`src/uirq_pkg.sv`:
```
/*
 * Package for the serial unit's interrupt and infrared pulse register block:
 * register offsets, field positions, reset values and the pulse filter state type.
 * Assumes a simple 8-bit register port with byte offsets as addresses.
 */
package uirq_pkg;

    // ------------------------------------------------------------
    // Register offsets
    // ------------------------------------------------------------
    localparam logic [7:0] OFS_IR_MIN_PULSE_LENGTH = 8'h0e; // Pulse length field
    localparam logic [7:0] OFS_IRQ_ENABLE_CLEAR    = 8'h14; // Enable clear view
    localparam logic [7:0] OFS_IRQ_ENABLE_SET      = 8'h16; // Enable set view
    localparam logic [7:0] OFS_IRQ_FLAGS           = 8'h18; // Flags

    // ------------------------------------------------------------
    // Field positions, shared by enables and flags
    // ------------------------------------------------------------
    localparam int BIT_ERROR            = 7; // Any error
    localparam int BIT_RESERVED         = 6; // Always zero
    localparam int BIT_BREAK_RECEIVED   = 5; // Break in auto-baud
    localparam int BIT_CTS_LEVEL_CHANGE = 4; // Clear-to-send edge
    localparam int BIT_RX_START_SEEN    = 3; // Start condition
    localparam int BIT_RX_COMPLETE      = 2; // Unread data held
    localparam int BIT_TX_COMPLETE      = 1; // Frame shifted out
    localparam int BIT_TX_HOLDING_EMPTY = 0; // Data register empty

    // Bits that software may clear by writing a one
    localparam logic [7:0] W1C_MASK = 8'hba;
    // Bits that may ever read as one
    localparam logic [7:0] IMPL_MASK = 8'hbf;

    // ------------------------------------------------------------
    // Reset values
    // ------------------------------------------------------------
    localparam logic [7:0] RST_PULSE_LENGTH = 8'h00;
    localparam logic [7:0] RST_ENABLES      = 8'h00;
    localparam logic [7:0] RST_FLAGS        = 8'h00;

    // Pulse filter states, Gray along idle, counting, accepted
    typedef enum logic [1:0] {
        UIRQ_PF_IDLE   = 2'b00,
        UIRQ_PF_COUNT  = 2'b01,
        UIRQ_PF_ACCEPT = 2'b11
    } uirq_pf_state_t;

endpackage

```
`src/uirq_pulse_filter.sv`:
```
/*
 * Minimum pulse length filter for the infrared receive path.
 * A low pulse on the synchronised line is passed only once it has lasted
 * (length + 1) clock periods; shorter glitches never reach the output.
 * Assumes line_i is already synchronised to clk_i and idles high.
 */
module uirq_pulse_filter (
    input  wire logic       clk_i,
    input  wire logic       rst_i,
    input  wire logic       enable_i,
    input  wire logic [7:0] min_len_i,
    input  wire logic       line_i,
    output logic            line_o
);

    uirq_pkg::uirq_pf_state_t state_r; // Filter state
    uirq_pkg::uirq_pf_state_t state_nxt;
    logic [7:0]               cnt_r;   // Cycles of the pulse seen so far minus one
    logic [7:0]               cnt_nxt;
    logic                     out_r;   // Filtered line
    logic                     out_nxt;

    // ------------------------------------------------------------
    // Next state
    // ------------------------------------------------------------
    always_comb begin
        state_nxt = state_r;
        cnt_nxt   = cnt_r;
        out_nxt   = out_r;
        if (!enable_i) begin
            // Unencoded: line passes straight through, one flop late
            state_nxt = uirq_pkg::UIRQ_PF_IDLE;
            cnt_nxt   = 8'h00;
            out_nxt   = line_i;
        end else begin
            unique case (state_r)
                uirq_pkg::UIRQ_PF_IDLE: begin
                    out_nxt = 1'b1;
                    cnt_nxt = 8'h00;
                    if (!line_i) begin
                        // First cycle of the pulse
                        if (min_len_i == 8'h00) begin
                            state_nxt = uirq_pkg::UIRQ_PF_ACCEPT;
                            out_nxt   = 1'b0;
                        end else begin
                            state_nxt = uirq_pkg::UIRQ_PF_COUNT;
                        end
                    end
                end
                uirq_pkg::UIRQ_PF_COUNT: begin
                    if (line_i) begin
                        // Too short: dropped as noise
                        state_nxt = uirq_pkg::UIRQ_PF_IDLE;
                    end else if (cnt_r + 8'h01 >= min_len_i) begin
                        // Pulse has lasted length + 1 periods
                        state_nxt = uirq_pkg::UIRQ_PF_ACCEPT;
                        out_nxt   = 1'b0;
                    end else begin
                        cnt_nxt = cnt_r + 8'h01;
                    end
                end
                uirq_pkg::UIRQ_PF_ACCEPT: begin
                    if (line_i) begin
                        state_nxt = uirq_pkg::UIRQ_PF_IDLE;
                        out_nxt   = 1'b1;
                    end
                end
                default: begin
                    state_nxt = uirq_pkg::UIRQ_PF_IDLE;
                    out_nxt   = 1'b1;
                end
            endcase
        end
    end

    always_ff @(posedge clk_i) begin
        if (rst_i) begin
            state_r <= uirq_pkg::UIRQ_PF_IDLE;
            cnt_r   <= 8'h00;
            out_r   <= 1'b1;
        end else begin
            state_r <= state_nxt;
            cnt_r   <= cnt_nxt;
            out_r   <= out_nxt;
        end
    end

    assign line_o = out_r;

endmodule

```
`src/uirq_regs.sv`:
```
/*
 * Interrupt enable, interrupt flag and infrared pulse length registers of a
 * serial unit. Holds one enable set reached through set and clear views, the
 * event flags, the interrupt request and the infrared receive pulse filter.
 * Assumes the serial engine on the same clock supplies one-cycle event pulses
 * and levels, and that the register port is a simple 8-bit read/write strobe port.
 */

module uirq_regs (
    input  wire logic       clk_i,
    input  wire logic       rst_i,
    // Register port
    input  wire logic [7:0] addr_i,
    input  wire logic       wr_i,
    input  wire logic       rd_i,
    input  wire logic [7:0] wdata_i,
    output logic      [7:0] rdata_o,
    // Control bits from the unit's control register
    input  wire logic       encoding_select_i,
    input  wire logic       start_detect_enable_i,
    input  wire logic       auto_baud_i,
    // Error status events from the receiver
    input  wire logic       collision_error_i,
    input  wire logic       sync_field_mismatch_i,
    input  wire logic       rx_overrun_i,
    input  wire logic       framing_error_i,
    input  wire logic       parity_error_i,
    // Serial engine events and levels
    input  wire logic       break_char_i,
    input  wire logic       rx_data_unread_i,
    input  wire logic       tx_frame_done_i,
    input  wire logic       tx_data_write_i,
    input  wire logic       tx_holding_empty_i,
    // Pins
    input  wire logic       rxd_i,
    input  wire logic       cts_i,
    // Outputs
    output logic            rxd_filtered_o,
    output logic            rx_start_o,
    output logic      [7:0] ir_min_pulse_length_o,
    output logic            irq_o
);

    // Timing at a glance:
    // Writes land at the edge that sees wr_i.
    // Reads answer one cycle later, else zero.
    // Flag events land one edge after input.
    // Request trails flags and enables by one.
    // Pins pass two flops before any logic.
    // Pin change reaches a flag 3 to 4 edges on, rx start 4 + length with encoding on.
    // The filter adds one more flop.

    // Clear and event in one cycle: event wins,
    // so software never loses an event.
    // Limit: a held error input sets the flag
    // again after every clear.
    // Rx complete and data empty are live
    // levels: no storage, never stale.
    // Bit 6 is masked in enables and flags.
    // First access is legal one edge after reset.

    // Enables: one state, two write views.
    // Set view ORs in, clear view masks out.
    // Flags: sticky bits clear on a one write.
    // Length 0 passes a one-cycle pulse.
    // Length is used only with encoding on.
    // No bus wait states are ever inserted.

    // ------------------------------------------------------------
    // Storage
    // ------------------------------------------------------------
    logic [7:0] pulse_len_r;  // Infrared minimum pulse length
    logic [7:0] pulse_len_nxt;
    logic [7:0] enables_r;    // Shared enables behind both views
    logic [7:0] enables_nxt;
    // Sticky order: 4 error, 3 break, 2 cts,
    // 1 rx start, 0 tx complete
    logic [4:0] sticky_r;     // Error, break, cts, start, tx complete
    logic [4:0] sticky_nxt;
    logic       cts_prev_r;   // Last synchronised CTS level
    logic       rx_prev_r;    // Last filtered receive level
    logic [7:0] rdata_r;      // Registered read data
    logic [7:0] rdata_nxt;
    logic       irq_r;        // Registered interrupt request
    logic       irq_nxt;

    // Nets between processes
    logic       cts_sync;     // CTS after two flops
    logic       rxd_sync;     // Receive line after two flops
    logic       rxd_filt;     // After the infrared filter
    logic [7:0] flags;        // Full flag view
    logic       wr_clr;       // Write to enable clear view
    logic       wr_set;       // Write to enable set view
    logic       wr_flags;     // Write to flags
    logic       any_error;    // Any status error this cycle
    logic       cts_edge;     // CTS level change
    logic       rx_start;     // Falling edge on filtered line

    // ------------------------------------------------------------
    // Pin synchronisers and infrared filter
    // ------------------------------------------------------------
    // Pins rest high, so flops reset high;
    // a low reset would fake an edge.
    uirq_sync u_cts_sync (
        .clk_i     (clk_i),
        .rst_i     (rst_i),
        .d_i       (cts_i),
        .rst_val_i (1'b1),
        .q_o       (cts_sync)
    );

    uirq_sync u_rxd_sync (
        .clk_i     (clk_i),
        .rst_i     (rst_i),
        .d_i       (rxd_i),
        .rst_val_i (1'b1),
        .q_o       (rxd_sync)
    );

    // Filter is bypassed unless infrared encoding is selected
    // A new length applies at once, also to a pulse being counted
    uirq_pulse_filter u_filter (
        .clk_i     (clk_i),
        .rst_i     (rst_i),
        .enable_i  (encoding_select_i),
        .min_len_i (pulse_len_r),
        .line_i    (rxd_sync),
        .line_o    (rxd_filt)
    );

    // ------------------------------------------------------------
    // Decode and event detection
    // ------------------------------------------------------------
    // Exact address match; others ignored.
    // Edges compare with last registered level.
    always_comb begin
        wr_clr    = wr_i && (addr_i == uirq_pkg::OFS_IRQ_ENABLE_CLEAR);
        wr_set    = wr_i && (addr_i == uirq_pkg::OFS_IRQ_ENABLE_SET);
        wr_flags  = wr_i && (addr_i == uirq_pkg::OFS_IRQ_FLAGS);
        // Any error source raises the one error flag
        any_error = collision_error_i | sync_field_mismatch_i | rx_overrun_i
                  | framing_error_i | parity_error_i;
        cts_edge  = cts_sync ^ cts_prev_r;
        // Start condition is a falling edge of the cleaned line
        rx_start  = rx_prev_r & ~rxd_filt;
    end

    // ------------------------------------------------------------
    // Flag view: sticky bits plus live levels
    // ------------------------------------------------------------
    // Read and request share this view.
    always_comb begin
        flags = 8'h00; // Reserved bit stays zero
        flags[uirq_pkg::BIT_ERROR]            = sticky_r[4];
        flags[uirq_pkg::BIT_BREAK_RECEIVED]   = sticky_r[3];
        flags[uirq_pkg::BIT_CTS_LEVEL_CHANGE] = sticky_r[2];
        flags[uirq_pkg::BIT_RX_START_SEEN]    = sticky_r[1];
        // Receive complete is a level: it drops when data is read or rx disabled
        flags[uirq_pkg::BIT_RX_COMPLETE]      = rx_data_unread_i;
        flags[uirq_pkg::BIT_TX_COMPLETE]      = sticky_r[0];
        flags[uirq_pkg::BIT_TX_HOLDING_EMPTY] = tx_holding_empty_i;
    end

    // ------------------------------------------------------------
    // Register next values
    // ------------------------------------------------------------
    // Order: writes, then clears, then events;
    // later assignments override earlier ones.
    always_comb begin
        pulse_len_nxt = pulse_len_r;
        enables_nxt   = enables_r;
        sticky_nxt    = sticky_r;
        rdata_nxt     = 8'h00;

        // Pulse length: plain storage
        if (wr_i && (addr_i == uirq_pkg::OFS_IR_MIN_PULSE_LENGTH)) begin
            pulse_len_nxt = wdata_i;
        end
        // One shared enable state; zeros leave bits alone
        if (wr_clr) begin
            enables_nxt = enables_nxt & ~wdata_i;
        end

        // One address per cycle, so no race
        if (wr_set) begin
            enables_nxt = enables_nxt | wdata_i;
        end
        enables_nxt = enables_nxt & uirq_pkg::IMPL_MASK;

        // Clears first, sets after, so an event in the clear cycle survives
        if (wr_flags) begin
            if (wdata_i[uirq_pkg::BIT_ERROR]) begin
                sticky_nxt[4] = 1'b0;
            end
            if (wdata_i[uirq_pkg::BIT_BREAK_RECEIVED]) begin
                sticky_nxt[3] = 1'b0;
            end
            if (wdata_i[uirq_pkg::BIT_CTS_LEVEL_CHANGE]) begin
                sticky_nxt[2] = 1'b0;
            end
            if (wdata_i[uirq_pkg::BIT_RX_START_SEEN]) begin
                sticky_nxt[1] = 1'b0;
            end
            if (wdata_i[uirq_pkg::BIT_TX_COMPLETE]) begin
                sticky_nxt[0] = 1'b0;
            end
        end

        if (tx_data_write_i) begin
            sticky_nxt[0] = 1'b0; // New data cancels completion
        end

        // Error sources merge into one flag
        if (any_error) begin
            sticky_nxt[4] = 1'b1;
        end

        // Break counts only in auto-baud
        if (auto_baud_i && break_char_i) begin
            sticky_nxt[3] = 1'b1;
        end

        // Either direction of the pin counts
        if (cts_edge) begin
            sticky_nxt[2] = 1'b1;
        end

        // Start needs start detection enabled
        if (start_detect_enable_i && rx_start) begin
            sticky_nxt[1] = 1'b1;
        end

        // Frame done with no pending data; a same-cycle data write wins
        if (tx_frame_done_i && !tx_data_write_i) begin
            sticky_nxt[0] = 1'b1;
        end

        // Read data appears one cycle after the read strobe
        // Reads have no side effects here
        if (rd_i) begin
            unique case (addr_i)
                uirq_pkg::OFS_IR_MIN_PULSE_LENGTH: rdata_nxt = pulse_len_r;
                uirq_pkg::OFS_IRQ_ENABLE_CLEAR:    rdata_nxt = enables_r;
                uirq_pkg::OFS_IRQ_ENABLE_SET:      rdata_nxt = enables_r;
                uirq_pkg::OFS_IRQ_FLAGS:           rdata_nxt = flags;
                default:                           rdata_nxt = 8'h00;
            endcase
        end

        // Request is any enabled flag
        // Registered, so it cannot glitch
        irq_nxt = |(flags & enables_r);
    end

    // ------------------------------------------------------------
    // Registers
    // ------------------------------------------------------------
    // Edge history resets to the idle level.
    always_ff @(posedge clk_i) begin
        if (rst_i) begin
            pulse_len_r <= uirq_pkg::RST_PULSE_LENGTH;
            enables_r   <= uirq_pkg::RST_ENABLES;
            sticky_r    <= 5'h00;
            cts_prev_r  <= 1'b1;
            rx_prev_r   <= 1'b1;
            rdata_r     <= 8'h00;
            irq_r       <= 1'b0;
        end else begin
            pulse_len_r <= pulse_len_nxt;
            enables_r   <= enables_nxt;
            sticky_r    <= sticky_nxt;
            cts_prev_r  <= cts_sync;
            rx_prev_r   <= rxd_filt;
            rdata_r     <= rdata_nxt;
            irq_r       <= irq_nxt;
        end
    end

    // ------------------------------------------------------------
    // Outputs
    // ------------------------------------------------------------
    // Start pulse is a gate on two flops.
    assign rdata_o               = rdata_r;
    assign rxd_filtered_o        = rxd_filt;
    assign rx_start_o            = rx_start;
    assign ir_min_pulse_length_o = pulse_len_r;
    assign irq_o                 = irq_r;

endmodule

```
`src/uirq_sync.sv`:
```
/*
 * Two flip-flop synchroniser for one level from a pin.
 * Assumes the input is asynchronous to clk_i; the first stage is read only by the second.
 */
module uirq_sync (
    input  wire logic clk_i,
    input  wire logic rst_i,
    input  wire logic d_i,
    input  wire logic rst_val_i,
    output logic      q_o
);

    logic meta_r; // First stage
    logic q_r;    // Second stage
    logic meta_nxt;
    logic q_nxt;

    // ------------------------------------------------------------
    // Next values
    // ------------------------------------------------------------
    always_comb begin
        meta_nxt = d_i;
        q_nxt    = meta_r;
    end

    // Synchronous reset takes the idle level given by the parent
    always_ff @(posedge clk_i) begin
        if (rst_i) begin
            meta_r <= rst_val_i;
            q_r    <= rst_val_i;
        end else begin
            meta_r <= meta_nxt;
            q_r    <= q_nxt;
        end
    end

    assign q_o = q_r;

endmodule
```
`config.mk`:
```
export PLATFORM = sky130hd
export DESIGN_NAME = uirq_regs
export DESIGN_NICKNAME = d
export VERILOG_FILES = /design/src/uirq_pkg.sv /design/src/uirq_pulse_filter.sv /design/src/uirq_regs.sv /design/src/uirq_sync.sv
export SDC_FILE = /design/constraint.sdc
export NUM_CORES = 1
export LEC_CHECK = 0
export ABC_AREA = 1
export BUFFER_PORTS_ARGS = -buffer_cell sky130_fd_sc_hd__buf_4
export CORE_UTILIZATION = 60
export CTS_BUF_LIST = sky130_fd_sc_hd__clkbuf_8
export DETAILED_ROUTE_END_ITERATION = 12
export PLACE_DENSITY_LB_ADDON = 0.1
export SLEW_MARGIN = 25
export SYNTH_ARGS = -nofsm -noshare
export SYNTH_HDL_FRONTEND = slang
export SYNTH_SLANG_ARGS = --single-unit
```
`constraint.sdc`:
```
create_clock -name clk_i -period 6.1 [get_ports clk_i]
set_input_delay 0.915 -clock clk_i [delete_from_list [all_inputs] [get_ports clk_i]]
set_output_delay 0.915 -clock clk_i [all_outputs]
set_load 0.1 [all_outputs]
```
==> After elaboration in Yosys (flattened, before gate mapping) <==
Cells that the tools add are included.
{ "word_totals": {"reg_bits": 47, "in_bits": 35, "output_inout_bits": 19, "elab_cells": 112} }
{ "op_classes": {"addsub": 1, "n_lt_le_gt_ge": 1, "n_eq_ne": 14, "n_mux": 31, "bitwise_logic": 13, "n_reduce_logical": 33} }
{ "ops": {"columns": ["operator", "n"], "rows": [
  ["$mux W8", 4],
  ["$eq A8 B5 Y1 const B", 3],
  ["$pmux W8 S3", 1],
  ["$reduce_bool A2 Y1", 9],
  ["$mux W1", 17],
  ["$and A8 B8 Y8", 2],
  ["$pmux W8 S2", 1],
  ["$mux W2", 5],
  ["$reduce_and A2 Y1", 5],
  ["$reduce_and A3 Y1", 3],
  ["$add A8 B1 Y8 const B", 1],
  ["$eq A8 B4 Y1 const B", 1],
  ["$ge A8 B8 Y1", 1],
  ["$logic_not A8 Y1", 1],
  ["$ne A2 B2 Y1 const B", 4],
  ["$not A8 Y8", 1],
  ["$or A8 B8 Y8", 1],
  ["$reduce_or A8 Y1", 1],
  ["$logic_and A1 B1 Y1", 7],
  ["$ne A3 B2 Y1 const B", 2],
  ["$ne A3 B3 Y1 const B", 2],
  ["$pmux W2 S3", 1],
  ["$reduce_bool A3 Y1", 2],
  ["$reduce_or A2 Y1", 3],
  ["10 further kinds", 15]
]} }

==> Longest topological paths before layout <==
Gate-level depths: netlist of run 1.
{ "depth": {"word_depth": 6, "ltp_mapped": 14, "mapped_depth_nobuf": 14} }

==> Cells and area by module <==
A second synthesis of run 1 with hierarchy kept.
{ "unflattened": {"hier_cells": 376, "hier_area_um2": 2587.5} }
{ "modules_own_cells": {"columns": ["module", "instances", "cells_each", "area_per_inst_um2", "seq_area_each_um2"], "rows": [
  ["uirq_regs", 1, 215, 1517.7, 620.6],
  ["uirq_pulse_filter", 1, 145, 944.7, 220.2],
  ["uirq_sync", 2, 8, 62.6, 40.0]
]} }

==> Worst setup path after synthesis of run 1 <==
Ideal clock, no wire load.
{ "synth_timing": {"path_type": "register -> output", "startpoint": "reg u_filter.out_r (netlist: u_filter.line_o)", "endpoint": "out rx_start_o", "arrival_time_ns": 2.094, "t_required_ns": 5.185, "path_slack_ns": 3.091, "stages_incl_launch_ff": 2, "n_path_buf": 0, "path_cell_list": "dfxtp_1 -> nor2_1"} }
{ "synth_between": {"elab_chain_len": 2} }
{ "synth_lines": {"columns": ["item", "line_no", "rtl"], "rows": [
  ["start, declared", "uirq_pulse_filter.sv:20", "logic out_r;"],
  ["start signal, assigned", "uirq_pulse_filter.sv:84", "out_r <= out_nxt;"],
  ["$not A1 Y1", "uirq_regs.sv:145", "rx_start = rx_prev_r & ~rxd_filt;"],
  ["$and A1 B1 Y1", "uirq_regs.sv:145", null],
  ["end, declared", "uirq_regs.sv:39", "output logic rx_start_o,"]
]} }
No other way between the ends.

==> Worst setup path in the final report of run 1 <==
{ "layout_timing": {"startpoint": "reg u_filter.cnt_r[2]", "endpoint": "reg u_filter.cnt_r[0]"} }
{ "layout_between": {"elab_chain_len": 4} }
{ "layout_lines": {"columns": ["item", "line_no", "rtl"], "rows": [
  ["start, declared", "uirq_pulse_filter.sv:18", "logic [7:0] cnt_r;"],
  ["start signal, assigned", "uirq_pulse_filter.sv:83", "cnt_r <= cnt_nxt;"],
  ["$add A8 B1 Y8", "uirq_pulse_filter.sv:54", "end else if (cnt_r + 8'h01 >= min_len_i) begin"],
  ["$ge A8 B8 Y1", "uirq_pulse_filter.sv:54", null],
  ["$ne A2 B2 Y1 (no source line)", null, null],
  ["$reduce_and A3 Y1 (no source line)", null, null]
]} }
No other way between the ends.
A chain may end at the register's enable or synchronous reset.

==> flow_summary.json, run 1 <==
{
  "status": "completed",
  "internal_power_uw": 432,
  "clockBufferDepth": 2,
  "die_height_um": 66.0,
  "clk_transition_reported_paths_ns": 0.09,
  "vdd_drop_max_uv": 132,
  "cp.depth": 13,
  "syn_inst": 349,
  "critPathKind": "reg -> reg",
  "dr.pass1.iters": 4,
  "root_buffer": "clkbuf_8",
  "final_cell_mix": "nand2_1, nor2_1, buf_4",
  "io_pins": 54,
  "vias_per_cell": 5.44,
  "maxSlewHeadroom_pct": 63.8,
  "area_growth_pct": 22.2,
  "ys_warn_count": 0,
  "via_count": 2470,
  "numCtsBuffers": 5,
  "nNetsFinal": 449,
  "post_drt_wl_per_cell_um": 12.6,
  "min_period_ns": 2.35,
  "cp-end-kind": "register",
  "hold_viol": 0,
  "wl_mm": 5.74,
  "yosys.area.top_type": "dfxtp_1",
  "synth.distinct_cells": 33,
  "cts_setup_buffers": 0,
  "cts_resized": 0,
  "final.setup.tns_ns": 0,
  "gp_congestion": 0.899,
  "diodes": 0,
  "drive_above_1_share_pct": 22.2,
  "pwr_density_cell_mw_per_mm2": 188,
  "syn_nets": 393,
  "grt-ovfl-total": 0,
  "critPathLaunchType": "register",
  "fin_skew_ns": 0.0116,
  "synth-seq-area-share_pct": 37.5,
  "switchingPower_uw": 134,
  "synth_top_area_share_pct": 37.5,
  "p_seq_share_pct": 54.4,
  "p_total_uw": 565,
  "leakage_uw": 0.00136,
  "crit_buf_inv": 1,
  "switching_share_pct": 23.7,
  "grt_pass1_wl_mm": 9.29,
  "drc": 0,
  "core_sq_mm": 0.00380,
  "cp_slowest_stage_delay_ns": 0.39,
  "hp-class": "reg -> reg",
  "grt_use_total_pct": 27.8,
  "fmax_mhz": 425,
  "critical_path.cell_chain": "nand2_1 > nor2_1 > xnor2_1 > inv_1 > ha_1 > nand2_1 > nor2_1 > nor2_1 > nand2_1 > nand2_2 > nand3_1 > a21oi_1 > nor2_1",
  "clkSinkCount": 46,
  "num_rows": 22,
  "rr_worst_depth": 13,
  "initial_core_util_pct": 64.7,
  "slew_viol_final": 0,
  "fin_area_sq_mm": 0.00301,
  "fill_cells": 290,
  "ant_nets": 0,
  "place_area_sq_mm": 0.00290,
  "syn_area_sq_mm": 0.00246,
  "grt_pass1_vias": 2089,
  "worst_pin_slew_ns": 0.539,
  "synth-seq-cells": 46,
  "holdPathStages": 1,
  "crit_slowest_cell": "dfxtp_1",
  "cp_max_fo": 10,
  "p_comb_share_pct": 9.5,
  "critical_path_required_ns": 6.30,
  "path_common_cell": "nor2_1",
  "cts_tree": "done",
  "rsz0062_at_grt": "no",
  "synthTopCellsByArea": "dfxtp_1, nand2_1, nor2_1",
  "io_buffers": 53,
  "arrival_ns": 2.56,
  "htreeDepth": 2,
  "period_share_pct": 38.6,
  "cap_violations": 0,
  "grt_max_degree": 22,
  "die_width_um": 66.0,
  "antenna_found_initial": 0,
  "drtIter0Drc": 215,
  "clock_latency_ns": 0.30,
  "avgSynthCellArea_sq_um": 7.04,
  "cpLargestDelayFamily": "simple AND/OR/NAND/NOR gates",
  "setup-violations-final": 0,
  "final_common_cell": "nand2_1",
  "power_frac_clock_pct": 36.0,
  "dpl.hpwl_mm": 4.43,
  "cts_hold_buf": 0,
  "die-area_sq_mm": 0.00436
}
worst paths after layout:
check,start,to,slack (ns)
worst max-delay path,u_filter.cnt_r[2]$_SDFFE_PP0P_,u_filter.cnt_r[0]$_SDFFE_PP0P_,3.75
worst min-delay path,u_rxd_sync.meta_r$_SDFF_PP1_,u_rxd_sync.q_o$_SDFF_PP1_,0.41
worst max register to register,u_filter.cnt_r[2]$_SDFFE_PP0P_,u_filter.cnt_r[0]$_SDFFE_PP0P_,3.75
worst min register to register,u_rxd_sync.meta_r$_SDFF_PP1_,u_rxd_sync.q_o$_SDFF_PP1_,0.41
per-layer routing:
| metal | vias up | part of all wire (%) | routed length (um) | track usage, % |
|---|---|---|---|---|
| li1 | 1248 | - | - | - |
| met1 | 1119 | 49 | 2800 | 39.1 |
| met2 | 92 | 44 | 2520 | 43.6 |
| met3 | 11 | 5.9 | 336 | 5.17 |
| met4 | 0 | 1.4 | 79 | 7.18 |
| met5 | - | 0 | 0 | 0 |
area by class of cell:
class / instances / area (sq um) / area share [%]
multi-input combinational: 251 / 1340 / 44.6
sequential: 46 / 921 / 30.6
timing repair buffer: 53 / 398 / 13.2
inverter: 48 / 180 / 6.00
clock buffer: 7 / 96.3 / 3.21
tap: 48 / 60.1 / 2.00
clock inverter: 1 / 8.76 / 0.291
power by group through the flow:
| stage | clock, uW | combinational, uW | sequential, uW |
|---|---|---|---|
| final | 204 | 53.8 | 308 |
| after global routing | 217 | 58.0 | 308 |
| after CTS | 207 | 53.3 | 308 |
| after detailed placement | 0 | 53.2 | 315 |
| after global placement | 0 | 52.3 | 315 |
| after floorplan | 0 | 23.2 | 317 |
cells in the mapped netlist (all sizes together):
cell type	instances
nand2	65
nor2	59
inv	48
dfxtp	46
a21oi	31
nand3	27
o21ai	22
nand4	10
ha	9
or2	8
o22ai	5
nor3	4
clkbuf	3
xnor2	2
xor2	2
a211oi	1
a21o	1
a221oi	1
buf	1
nand3b	1
nor3b	1
nor4	1
o21bai	1
through the flow:
stage	cells	setup WS, ns	utilization (%)	hold slack [ns]
after global placement	446	3.73	76.4	0.391
after CTS	454	3.74	79.1	0.418
after floorplan	349	3.09	-	0.389
after detailed placement	446	3.66	76.4	0.398
after global routing	454	3.44	79.1	0.427
final	454	3.75	79.1	0.413
cells by family (layout without fill, tap and decap cells):
kind of cell | count (synthesis) | count (layout) | synth area share [%]
flip-flops | 46 | 46 | 37.5
AO/OA/AOI/OAI | 62 | 62 | 14.6
AND/OR/NAND/NOR | 176 | 176 | 34.0
buffers and inverters | 52 | 109 | 7.99
XOR/XNOR | 4 | 4 | 1.43
adder cells (fa/ha/maj) | 9 | 9 | 4.58
No activity file was read; power rests on OpenSTA's default activity.
==> run 2, diff against run 1 <==
CORE_UTILIZATION = 56   (was 60)
clock period = 2.3 ns   (was 6.1 ns; I/O delays follow)
==> run 2 against run 1 <==
Clock skew fell by 0.0070 ns. Sequential share of layout area fell by 0.79 points. Hold slack got worse by 0.18 ns. Routed wire length rose by 6.4%. First-iteration DRC count fell by 18%. Register-to-register slack got worse by 3.6 ns. Sequential power rose to 2.6 times the previous value. Sequential cell count did not move.
==> flow_summary.json, run 2 (synthesis results as in run 1) <==
{
  "drive_above_1_share_pct": 26.8,
  "min_period_ns": 2.12,
  "io_buffers": 53,
  "rr_worst_depth": 13,
  "dr.pass1.iters": 4,
  "power_frac_clock_pct": 38.8,
  "arrival_ns": 2.35,
  "clk_transition_reported_paths_ns": 0.08,
  "cp_slowest_stage_delay_ns": 0.35,
  "htreeDepth": 2,
  "switching_share_pct": 22.5,
  "critPathKind": "reg -> reg",
  "maxSlewHeadroom_pct": 64.4,
  "switchingPower_uw": 353,
  "p_seq_share_pct": 52.0,
  "io_pins": 54,
  "clkSinkCount": 46,
  "via_count": 2416,
  "drtIter0Drc": 176,
  "hold_viol": 0,
  "gp_congestion": 0.857,
  "die-area_sq_mm": 0.00466,
  "crit_buf_inv": 1,
  "die_height_um": 68.3,
  "fin_skew_ns": 0.00458,
  "fin_area_sq_mm": 0.00311,
  "cap_violations": 0,
  "core_sq_mm": 0.00412,
  "ant_nets": 0,
  "p_comb_share_pct": 9.2,
  "dpl.hpwl_mm": 4.79,
  "critical_path.cell_chain": "ha_2 > nand3_2 > nor2_4 > nand2_1 > nand2_1 > nand2_1 > ha_1 > nand2_1 > nor2_1 > nor2_4 > buf_6 > nand4_1 > a21oi_1",
  "place_area_sq_mm": 0.00294,
  "num_rows": 23,
  "setup-violations-final": 0,
  "diodes": 0,
  "rsz0062_at_grt": "no",
  "clockBufferDepth": 2,
  "internal_power_uw": 1220,
  "status": "completed",
  "hp-class": "in -> reg",
  "clock_latency_ns": 0.30,
  "final_cell_mix": "nand2_1, buf_4, nor2_1",
  "critical_path_required_ns": 2.53,
  "leakage_uw": 0.00138,
  "drc": 0,
  "fmax_mhz": 472,
  "worst_pin_slew_ns": 0.529,
  "antenna_found_initial": 0,
  "grt-ovfl-total": 0,
  "grt_pass1_vias": 2230,
  "root_buffer": "clkbuf_8",
  "wl_mm": 6.10,
  "slew_viol_final": 0,
  "grt_use_total_pct": 29.0,
  "crit_slowest_cell": "dfxtp_2",
  "fill_cells": 333,
  "grt_max_degree": 22,
  "cts_tree": "done",
  "pwr_density_cell_mw_per_mm2": 504,
  "die_width_um": 68.3,
  "final_common_cell": "nand2_1",
  "grt_pass1_wl_mm": 10.0,
  "holdPathStages": 2,
  "cpLargestDelayFamily": "simple AND/OR/NAND/NOR gates",
  "numCtsBuffers": 5,
  "cp-end-kind": "register",
  "nNetsFinal": 454,
  "vdd_drop_max_uv": 486,
  "area_growth_pct": 26.7,
  "cp.depth": 13,
  "period_share_pct": 92.1,
  "path_common_cell": "nand2_1",
  "post_drt_wl_per_cell_um": 13.3,
  "initial_core_util_pct": 59.7,
  "critPathLaunchType": "register",
  "final.setup.tns_ns": 0,
  "vias_per_cell": 5.25,
  "cp_max_fo": 6
}
==> run 2: cell types whose count changed in the layout (fill, tap and decap cells not counted), moves of 3 or more <==
cell     previous run  this run
dfxtp_1            46        39
dfxtp_2             0         7
buf_4              53        57
nor2_1             54        50
nand3_1            26        23
==> run 2: metal layers <==
metal / GRT usage, % / part of all wire [%] / vias to the layer above
met3: 6.17 / 6.6 / 8
met2: 44.9 / 45 / 94
met4: 11.5 / 1.2 / 0
met5: 0 / 0 / -
li1: - / - / 1258
met1: 38.8 / 47 / 1056
==> run 2: final cells by class <==
class	instances	area [sq um]	share of cell area (%)
Clock inverter	1	30.0	0.964
Tap cell	50	62.6	2.01
Sequential cell	46	930	29.9
Timing Repair Buffer	58	439	14.1
Multi-Input combinational cell	251	1390	44.6
Clock buffer	6	82.6	2.65
Inverter	48	180	5.79
==> run 2: final timing paths <==
| check | start | end | slack (ns) |
|---|---|---|---|
| max | u_filter.cnt_r[1]$_SDFFE_PP0P_ | u_filter.cnt_r[2]$_SDFFE_PP0P_ | 0.18 |
| min | cts_i | u_cts_sync.meta_r$_SDFF_PP1_ | 0.23 |
| max reg2reg | u_filter.cnt_r[1]$_SDFFE_PP0P_ | u_filter.cnt_r[2]$_SDFFE_PP0P_ | 0.18 |
| min reg2reg | u_rxd_sync.meta_r$_SDFF_PP1_ | u_rxd_sync.q_o$_SDFF_PP1_ | 0.42 |
==> run 2: worst reg2reg max path: stages, from the launching register on <==
cell and delay (ns):
dfxtp_2 0.35, ha_2 0.20, nand3_2 0.12, nor2_4 0.13
nand2_1 0.06, nand2_1 0.06, nand2_1 0.08, ha_1 0.28
nand2_1 0.08, nor2_1 0.07, nor2_4 0.21, buf_6 0.15
nand4_1 0.10, a21oi_1 0.16
==> run 2: timing repair <==
item / in CTS / in global routing
hold buffers: 0 / 0
endpoints found under the setup margin: 1 / 9
pin swaps: 0 / 3
setup buffers: 0 / 1
resized for setup: 1 / 13
==> run 2: through the flow <==
stage	worst slack [ns]	util (%)	power, uW	hold WS, ns	std cells
finish	0.181	75.7	1570	0.229	460
global route	0.0130	75.7	1620	0.216	460
CTS	0.0606	74.3	1580	0.222	459
detailed placement	0.00396	71.5	978	0.396	452
global placement	0.0928	71.5	974	0.391	452
floorplan	0.0256	-	904	0.389	349
==> run 2: power groups by stage <==
stage	combinational (uW)	sequential, uW	clock (uW)
floorplan	62.0	842	0
global placement	140	834	0
detailed placement	143	835	0
CTS	144	816	615
global route	158	818	648
finish	145	816	609
